`src/core/exec_params.svh`:
```
// Constants for the clear, step, jump and OR-literal execute block.
`ifndef EXEC_PARAMS_SVH
`define EXEC_PARAMS_SVH
// Reset values of the architectural state.
`define ACCUM_RESET 8'h00
`define PC_RESET 15'h0000
// Field positions of the jump target and the upper latch bits used.
`define JUMP_LO_MSB 10
`define LATCH_HI_MSB 6
`define LATCH_HI_LSB 3
// Destination bit value that selects the accumulator.
`define DEST_ACCUM 1'b0
`endif

```
`src/core/exec_pkg.sv`:
```
// Types shared by the execute block and its arithmetic unit.
package exec_pkg;
  // Operation selected by the decoder for the current instruction.
  typedef enum logic [2:0] {
    OP_IDLE,
    OP_CLEAR_REG,
    OP_DECREMENT,
    OP_CLEAR_ACCUM,
    OP_DECREMENT_SKIP,
    OP_INCREMENT_SKIP,
    OP_JUMP,
    OP_OR_LITERAL
  } op_t;

  // Complete state of the execute block.
  typedef struct packed {
    logic [7:0] accum;
    logic zero;
    logic [14:0] pc;
    logic squash;
    logic wr_en;
    logic [6:0] wr_addr;
    logic [7:0] wr_data;
  } exec_state_t;
endpackage

```
`src/core/alu_if.sv`:
```
// Carrier between the execute block and its arithmetic unit.
interface alu_if;
  import exec_pkg::*;
  op_t op; // Operation to evaluate.
  logic [7:0] file_val; // Value read from the addressed file register.
  logic [7:0] accum; // Present accumulator.
  logic [7:0] literal; // Immediate byte.
  logic [7:0] result; // Eight-bit result.
  logic is_zero; // High when the result is zero.
  modport core (output op, output file_val, output accum, output literal,
    input result, input is_zero);
  modport unit (input op, input file_val, input accum, input literal,
    output result, output is_zero);
endinterface

```
`src/core/exec_alu.sv`:
```
// Arithmetic unit: decrement, increment and OR for the execute block.
module exec_alu
  import exec_pkg::*;
(
  alu_if.unit bus
);
  // Results are eight bits wide, so steps wrap modulo 256 by truncation.
  always_comb begin
    unique case (bus.op)
      OP_DECREMENT, OP_DECREMENT_SKIP: begin
        bus.result = bus.file_val - 8'h01;
      end
      OP_INCREMENT_SKIP: begin
        bus.result = bus.file_val + 8'h01;
      end
      OP_OR_LITERAL: begin
        bus.result = bus.accum | bus.literal;
      end
      default: begin
        bus.result = 8'h00;
      end
    endcase
    bus.is_zero = (bus.result == 8'h00);
  end
endmodule

```
`src/core/exec_unit.sv`:
```
// Execute stage for clear, decrement, skip, jump and OR-literal.
`include "exec_params.svh"
// One instruction word may be presented on each clock with its file register
// already read. Its effects appear on the registered outputs one clock later.
// A skip whose result is zero, and every jump, flag the next presented word as
// flushed: that word still advances the program counter but changes nothing
// else, which is how those instructions come to cost two cycles. Writes to
// the file registers leave as a one-cycle strobe with address and data, so
// the register file itself stays outside this block. Call, return and the
// other instruction groups are decoded elsewhere and reach here as idle.
module exec_unit
  import exec_pkg::*;
(
  input wire logic clk_sys_i,
  input wire logic rst_n_i,
  input wire logic instr_valid_i,
  input wire op_t op_i,
  input wire logic [6:0] file_addr_i,
  input wire logic dest_i,
  input wire logic [10:0] immediate_i,
  input wire logic [7:0] file_rdata_i,
  input wire logic [7:0] upper_pc_latch_i,
  output logic [7:0] accum_o,
  output logic zero_o,
  output logic [14:0] pc_o,
  output logic flush_o,
  output logic file_wr_en_o,
  output logic [6:0] file_wr_addr_o,
  output logic [7:0] file_wr_data_o
);
  // Every architectural bit of the block lives in this one registered word, so
  // the reset value and the hand-over to the outputs are written in one place.
  exec_state_t state_reg; // Registered state, the source of every output.
  exec_state_t state_next; // Next state, built fresh each cycle below.
  // A word is executed only when it is present and its slot was not flushed by
  // the skip or jump before it; a flushed word still moves the counter.
  logic live; // Instruction accepted and not flushed.
  // The step and OR arithmetic sits in its own unit behind this carrier.
  alu_if alu_bus (); // Operands out, result and zero test back.

  // Arithmetic unit is purely combinational, so its result is ready in the same
  // cycle as the operands and adds no latency to the execute stage.
  exec_alu u_alu (
    .bus(alu_bus)
  );

  // Operands for the arithmetic unit. The file register is read in the same
  // cycle as the instruction, so the surrounding core presents it alongside.
  assign alu_bus.op = op_i; // Operation decides which result the unit forms.
  assign alu_bus.file_val = file_rdata_i; // Addressed file register contents.
  assign alu_bus.accum = state_reg.accum; // Present accumulator for the OR.
  // Only the low byte of the immediate is a literal; the upper three bits of
  // the field belong to jump targets and are ignored here.
  assign alu_bus.literal = immediate_i[7:0];
  // A pending flush turns the next presented word into a no-operation.
  assign live = instr_valid_i && !state_reg.squash;

  // Next-state logic. A flushed slot still advances the program counter,
  // which is what makes skip and jump cost one extra cycle.
  always_comb begin
    // Hold everything by default; only the write strobe is a one-cycle pulse.
    state_next = state_reg;
    state_next.wr_en = 1'b0;
    // Every presented word, executed or flushed, moves the counter on by one
    // and consumes any pending flush.
    if (instr_valid_i) begin
      state_next.pc = state_reg.pc + 15'h0001;
      state_next.squash = 1'b0;
    end
    // Executed words apply their own effect on top of the defaults above.
    if (live) begin
      unique case (op_i)
        // Clear a file register: write zero and set the flag regardless.
        OP_CLEAR_REG: begin
          state_next.wr_en = 1'b1;
          state_next.wr_addr = file_addr_i; // Any of the 128 file addresses.
          state_next.wr_data = 8'h00; // Written value is always zero.
          state_next.zero = 1'b1;
        end
        // The three step forms share the routing by the destination bit.
        OP_DECREMENT, OP_DECREMENT_SKIP, OP_INCREMENT_SKIP: begin
          // Destination bit chooses accumulator or file register.
          if (dest_i == `DEST_ACCUM) begin
            // Result goes to the accumulator; the file register is left alone.
            state_next.accum = alu_bus.result;
          end else begin
            // Result is written back over the operand it came from.
            state_next.wr_en = 1'b1;
            state_next.wr_addr = file_addr_i; // Same address as the read.
            state_next.wr_data = alu_bus.result; // Wrapped eight-bit step.
          end
          // Only plain decrement touches the flag; the skip forms leave it.
          if (op_i == OP_DECREMENT) begin
            // Plain decrement reports a zero result on the flag.
            state_next.zero = alu_bus.is_zero;
          end else begin
            // A zero result flushes the word already fetched behind this one.
            state_next.squash = alu_bus.is_zero;
          end
        end
        // Clear the accumulator; there is no operand to read.
        OP_CLEAR_ACCUM: begin
          state_next.accum = 8'h00;
          state_next.zero = 1'b1;
        end
        // Jump: the low eleven bits come from the word, the upper four from
        // the latch, so a target in another page needs the latch set first.
        OP_JUMP: begin
          // The fetched successor is stale, so it is flushed.
          state_next.pc = {upper_pc_latch_i[`LATCH_HI_MSB:`LATCH_HI_LSB],
            immediate_i[`JUMP_LO_MSB:0]};
          state_next.squash = 1'b1;
        end
        // OR the literal into the accumulator and report a zero result.
        OP_OR_LITERAL: begin
          state_next.accum = alu_bus.result;
          state_next.zero = alu_bus.is_zero;
        end
        // An idle word only advances the counter, which the defaults did.
        // Every code of the operation type is listed, so no default is needed.
        OP_IDLE: begin
          state_next.wr_en = 1'b0;
        end
      endcase
    end
  end

  // State register with synchronous reset. Reset clears the flush as well, so
  // the first word after reset is always executed. A synchronous reset keeps
  // the whole state on the one clock with no separate reset timing to close.
  always_ff @(posedge clk_sys_i) begin
    if (!rst_n_i) begin
      state_reg <= '{accum: `ACCUM_RESET, zero: 1'b0, pc: `PC_RESET, squash: 1'b0,
        wr_en: 1'b0, wr_addr: 7'h00, wr_data: 8'h00};
    end else begin
      state_reg <= state_next;
    end
  end

  // Outputs come straight from the state register, so no output has a
  // combinational path from any input.
  assign accum_o = state_reg.accum; // Accumulator.
  assign zero_o = state_reg.zero; // Zero flag, high after a zero result of a clear, decrement or OR.
  assign pc_o = state_reg.pc; // Program counter.
  assign flush_o = state_reg.squash; // Next presented word becomes a no-operation.
  assign file_wr_en_o = state_reg.wr_en; // One-cycle write strobe.
  assign file_wr_addr_o = state_reg.wr_addr;
  assign file_wr_data_o = state_reg.wr_data;
endmodule

```
`config.mk`:
```
export PLATFORM = sky130hd
export DESIGN_NAME = exec_unit
export DESIGN_NICKNAME = d
export VERILOG_FILES = /design/src/core/exec_pkg.sv /design/src/core/alu_if.sv /design/src/core/exec_alu.sv /design/src/core/exec_unit.sv
export VERILOG_INCLUDE_DIRS = /design/src /design/src/core
export SDC_FILE = /design/constraint.sdc
export NUM_CORES = 1
export LEC_CHECK = 0
export BUFFER_PORTS_ARGS = -buffer_cell sky130_fd_sc_hd__buf_2
export CORE_ASPECT_RATIO = 0.7
export CORE_MARGIN = 2
export CORE_UTILIZATION = 40
export DETAILED_ROUTE_END_ITERATION = 10
export PLACE_DENSITY = 0.77
export REMOVE_ABC_BUFFERS = 1
export SETUP_SLACK_MARGIN = 0.4
export SLEW_MARGIN = 20
export SYNTH_ARGS = -nofsm -noshare
export SYNTH_HDL_FRONTEND = slang
export SYNTH_HIERARCHICAL = 1
export SYNTH_SLANG_ARGS = --single-unit
```
`constraint.sdc`:
```
create_clock -name clk_sys_i -period 4.4 [get_ports clk_sys_i]
set_clock_uncertainty 0.15 [all_clocks]
set_input_delay 1.32 -clock clk_sys_i [delete_from_list [all_inputs] [get_ports clk_sys_i]]
set_output_delay 1.32 -clock clk_sys_i [all_outputs]
set_load 0.1 [all_outputs]
```
# [After elaboration in Yosys (flattened, before gate mapping)]
# Cells that the tools add are included.
[word_totals] input_bits=41 elab_cells=47 ff_bits=41 out_inout_bits=41
[op_classes] n_reduce_logical=13 n_eq_ne=10 muxes=13 bitwise_logic=1 n_addsub=3
[op_table] op="8-bit one-hot mux with 3 select lines" count=2
[op_table] op="16-bit two-way mux" count=2
[op_table] op="32-bit two-way mux" count=1
[op_table] op="15-bit one-hot mux with 2 select lines" count=1
[op_table] op="15-bit by 1-bit adder with 15-bit output (second input constant)" count=1
[op_table] op="15-bit two-way mux" count=1
[op_table] op="3-bit == test (second input constant)" count=4
[op_table] op="3-bit AND reduction" count=3
[op_table] op="8-bit by 1-bit adder with 8-bit output (second input constant)" count=1
[op_table] op="8-bit zero test" count=1
[op_table] op="8-bit two-way mux" count=1
[op_table] op="8-bit OR" count=1
[op_table] op="8-bit by 1-bit subtractor with 8-bit output (second input constant)" count=1
[op_table] op="3-bit by 2-bit == test with 1-bit output (second input constant)" count=2
[op_table] op="2-bit != test (second input constant)" count=3
[op_table] op="3-bit nonzero test" count=2
[op_table] op="1-bit one-hot mux with 2 select lines" count=2
[op_table] op="2-bit OR reduction" count=2
[op_table] op="3-bit by 1-bit == test with 1-bit output (second input constant)" count=1
[op_table] op="1-bit one-hot mux with 3 select lines" count=1
[op_table] op="3-bit OR reduction" count=1
[op_table] op="1-bit two-way mux" count=2
[op_table] op="2-bit AND reduction" count=1
[op_table] op="2-bit nonzero test" count=1
[op_table] op="other kinds (2)" count=2

# [Depth between registers and ports, before layout]
[depth] word_depth=7 mapped_depth=14 ltp_nobuf=14

# [Hierarchy]
# Netlist, hierarchy kept.
[modules_own_cells] module="exec_unit" area_per_inst_um2=1904.3 seq_area_each_um2=820.8 cells_each=226 instances=1
[modules_own_cells] module="exec_alu" area_per_inst_um2=475.5 seq_area_each_um2=0.0 cells_each=64 instances=1

# [Worst setup path after synthesis]
# Ideal clock, no wire load.
[synth_timing] path_type="input-to-reg" start="in op_i[2]" end="reg state_reg, in the netlist zero_o" setup_slack_ns=0.528 required_ns=4.130 n_path_buf=0 setup_time_ns=0.120 stages=14 arrival_time_ns=3.602 cell_sequence="nand2_1 nor2_1 inv_1 ha_1 nor2b_1 o21a_1 o21a_1 o32ai_2 nor4b_2 nor4b_2 a21bo_2 a22o_1 a22oi_1 nor2b_1"
[synth_between] elab_chain_len=6 word_cells_on_any_way=16 classes_between="eq/ne (7); mux (3); reduce/logical (6)"
[synth_rtl] item="from (decl)" line="exec_unit.sv:17" source="input wire op_t op_i,"
[synth_rtl] item="3-bit by 2-bit == test with 1-bit output / 3-bit == test (equally long branches)" line="exec_alu.sv:9" source="unique case (bus.op)"
[synth_rtl] item="2-bit OR reduction" line="exec_alu.sv:9"
[synth_rtl] item="8-bit one-hot mux with 3 select lines (*)" line="exec_alu.sv:9"
[synth_rtl] item="named net alu_bus.result[4]" line="alu_if.sv:8" source="logic [7:0] result;"
[synth_rtl] item="8-bit zero test (*)" line="exec_alu.sv:23" source="bus.is_zero = (bus.result == 8'h00);"
[synth_rtl] item="named net alu_bus.is_zero" line="alu_if.sv:9" source="logic is_zero;"
[synth_rtl] item="1-bit two-way mux" line="exec_unit.sv:93" source="if (op_i == OP_DECREMENT) begin"
[synth_rtl] item="1-bit one-hot mux with 3 select lines (*)" line="exec_unit.sv:72" source="unique case (op_i)"
[synth_rtl] item="to (signal assigned)" line="exec_unit.sv:133" source="state_reg <= '{accum: `ACCUM_RESET, zero: 1'b0, pc: `PC_RESET, squash: 1'b0,"
[synth_rtl] item="to (signal assigned)" line="exec_unit.sv:136" source="state_reg <= state_next;"
[synth_rtl] item="to (decl)" line="exec_unit.sv:33" source="exec_state_t state_reg;"
# The timed path passes the listed nets; every way through them passes the cells marked *. The select of a mux whose other input is x is not followed.
# A chain may end at the register's enable or synchronous reset.

# [Final worst setup path]
[layout_timing] start="in op_i[0]" end="reg state_reg, in the netlist zero_o"
# The elaborated chain is that of the path after synthesis.

==> summary.md <==
| Metric | Value |
|---|---|
| Vias per inst | 5.26 |
| Die area | 0.00659 mm² |
| CP max FO | 8 |
| Area growth from synthesis to layout | 25.2% |
| Diodes inserted | 0 |
| Power Density | 334 mW/mm² |
| Layout fillers | 533 |
| Row Count | 23 |
| Post-DP HPWL | 4580 µm |
| Peak VDD IR | 145 µV |
| Share of layout cells above drive strength 1 | 28.8% |
| Final Hold Fails | 0 |
| Largest net degree at the start of global routing | 65 |
| Status | complete, no violations |
| Worst min path class | flop to flop |
| Drt wl/cell | 14.1 µm |
| Switching part of the total power | 34.4% |
| Post-route DRC violation count | 0 |
| Post-Route WL | 6170 µm |
| Vias in the first global route | 2,015 |
| TritonCTS buffer count | 5 |
| Hold Crit Depth | 2 |
| Critical path capture point type | flop |
| Crit share post-route | 87.6% |
| Commonest cells after routing, fill and taps aside | buf_2, nand2_1, dfxtp_1 |
| Most common cell after layout, fill and taps aside | buf_2 |
| WS Path Type | input pin to flop |
| Clk pin slew, worst setup/hold paths | 0.08 ns |
| RSZ-0062 raised after global routing | no |
| WP data arrival | 3.92 ns |
| Logic pwr share | 28.7% |
| Final worst slack | 0.548 ns |
| Part of the power in registers | 40.0% |
| Seq/Total Area, Yosys | 34.5% |
| Iteration-0 DRC Markers | 122 |
| Ports | 82 |
| Vias | 2,307 |
| Slew Limit Fails | 0 |
| Remaining Overflow, GRT | 0 |
| Core Box Area | 0.00573 mm² |
| Global-route wire length before repair | 9580 µm |
| Post-synth EDFFs | 0 |
| Layout Cells excl Fill | 439 |
| Synthesized flop and latch total | 41 |
| CTS HTree Levels | 2 |
| Worst EP required | 4.47 ns |
| F_max | 260 MHz |
| Yosys Warn Count | 6 |
| Drt first pass iters | 4 |
| Setup WS pre-CTS | 0.0748 ns |
| Inst Count DP | 431 |
| Layout Nets | 414 |
| Tot GR Track Use | 18.8% |
| Syn Area/Cell | 8.21 µm² |
| CTS Buffer Depth | 2 |
| Initial antenna violation count | 0 |
| Gp weighted congestion | 0.852 |
| Post-route minimum period | 3.85 ns |
| Syn Std Cell Area | 0.00238 mm² |
| Port Buffers | 77 |
| Slew HR | 31.3% |
| Synth unique cells | 46 |
| Max capacitance violation total | 0 |
| Tightest Pin Transition | 1.03 ns |
| Setup TNS | 0 ns |
| Initial Util | 41.6% |
| Worst setup SP type | input pin |
| Prevailing post-synth register cell | dfxtp_1 |
| Ys async rst share | 0% |
| Clk_lat worst skew | 0.28 ns |
| Cells after Synth | 290 |
| TritonCTS clock tree | built |
| P_sw | 343 µW |
| Leak Pwr | 0.00132 µW |
| Design area | 0.00298 mm² |
| TritonCTS Sinks | 41 |
| FF-to-FF path depth | 10 |
| Die H | 68.5 µm |
| Postcts setup bufs | 0 |
| Die span in x | 96.2 µm |
| Share of total power in the clock network | 31.4% |
| Final ANT Viol Nets | 0 |
| Final Setup Violations | 0 |
| DP Area | 0.00283 mm² |
| Internal power | 653 µW |
| Clk root buf | clkbuf_8 |
## worst max-delay path, stage by stage
cell     delay, ns
buf_2         0.09
nand2_1       0.10
nor2_2        0.14
inv_2         0.11
ha_1          0.35
a21o_1        0.19
a31o_2        0.25
a21oi_1       0.17
xnor2_1       0.17
o22ai_2       0.14
nor4b_4       0.39
a21bo_2       0.18
a22o_1        0.13
a22oi_1       0.07
nor2b_1       0.13
## power groups by stage
stage          Combinational [µW]  Sequential (µW)  Clock [µW]
2_1_floorplan                99.3              511           0
3_3_place_gp                  270              406           0
3_5_place_dp                  276              407           0
4_1_cts                       280              398         322
5_1_grt                       305              400         337
6_report                      285              398         312
## what timing repair did
action                                  in CTS  in global routing
hold buffers                                 0                  0
gates resized for setup                      1                  7
endpoints found under the setup margin       1                  2
endpoints found under the hold margin        0                  0
pin swaps                                    0                  1
## per-stage QoR
step                hold slack (ns)  utilization, %  total power (µW)
floorplan                     0.731               -               610
global placement              0.290            49.4               676
detailed placement            0.302            49.4               683
CTS                           0.313            51.6               999
global route                  0.333            52.0              1040
finish                        0.309            52.0               996
## cells in the mapped netlist (3+ instances only)
cell type / instances / area, µm²
o211a_1: 5 / 50.1
buf_2: 3 / 15.0
xnor2_1: 11 / 96.3
o22ai_1: 15 / 93.8
nand4_1: 3 / 18.8
o21ai_0: 14 / 70.1
nand3_1: 15 / 75.1
a31oi_1: 3 / 18.8
nand2b_1: 4 / 25.0
clkbuf_1: 12 / 45.0
nand2_1: 54 / 203
mux2i_1: 17 / 170
nor2b_1: 6 / 37.5
nor2_1: 14 / 52.6
ha_1: 9 / 113
inv_1: 9 / 33.8
dfxtp_1: 41 / 821
a21oi_1: 10 / 50.1
xor2_1: 7 / 61.3
## area by class of cell
type / instances / area [µm²] / share of cell area [%]
sequential: 41 / 821 / 27.5
tap: 75 / 93.8 / 3.15
multi-input combinational: 223 / 1490 / 49.8
inverter: 9 / 33.8 / 1.13
timing repair buffer: 83 / 430 / 14.4
clock buffer: 7 / 86.3 / 2.90
clock inverter: 1 / 30.0 / 1.01
## flip-flops by register name, indices dropped and copies added (netlist names)
signal          flops
pc_o               15
accum_o             8
file_wr_data_o      8
file_wr_addr_o      7
file_wr_en_o        1
flush_o             1
zero_o              1
## metal layers
| layer | part of all wire [%] | global-route usage [%] | routed length, µm |
|---|---|---|---|
| met1 | 47 | 27.0 | 2920 |
| met2 | 44 | 28.5 | 2700 |
| met4 | 0.13 | 2.14 | 8 |
| met3 | 8.9 | 5.87 | 548 |
| met5 | 0 | 0 | 0 |
## logic make-up after synthesis
kind of cell,Yosys count,share of synthesized area (%)
compound gates,64,18.1
xor+xnor,18,6.62
simple gates,114,23.4
fa+ha+maj,10,5.57
mux,17,7.15
buf+inv,26,4.57
flops,41,34.5
## final timing paths
| kind | from | endpoint | slack, ns |
|---|---|---|---|
| worst min-delay path | file_wr_addr_o[0] | file_wr_addr_o[0] | 0.31 |
| worst max register to register | accum_o[0] | zero_o | 2.22 |
| worst max-delay path | op_i[0] | zero_o | 0.55 |
| worst min register to register | file_wr_addr_o[0] | file_wr_addr_o[0] | 0.31 |
Note: power is estimated with default switching activity, not from simulation.
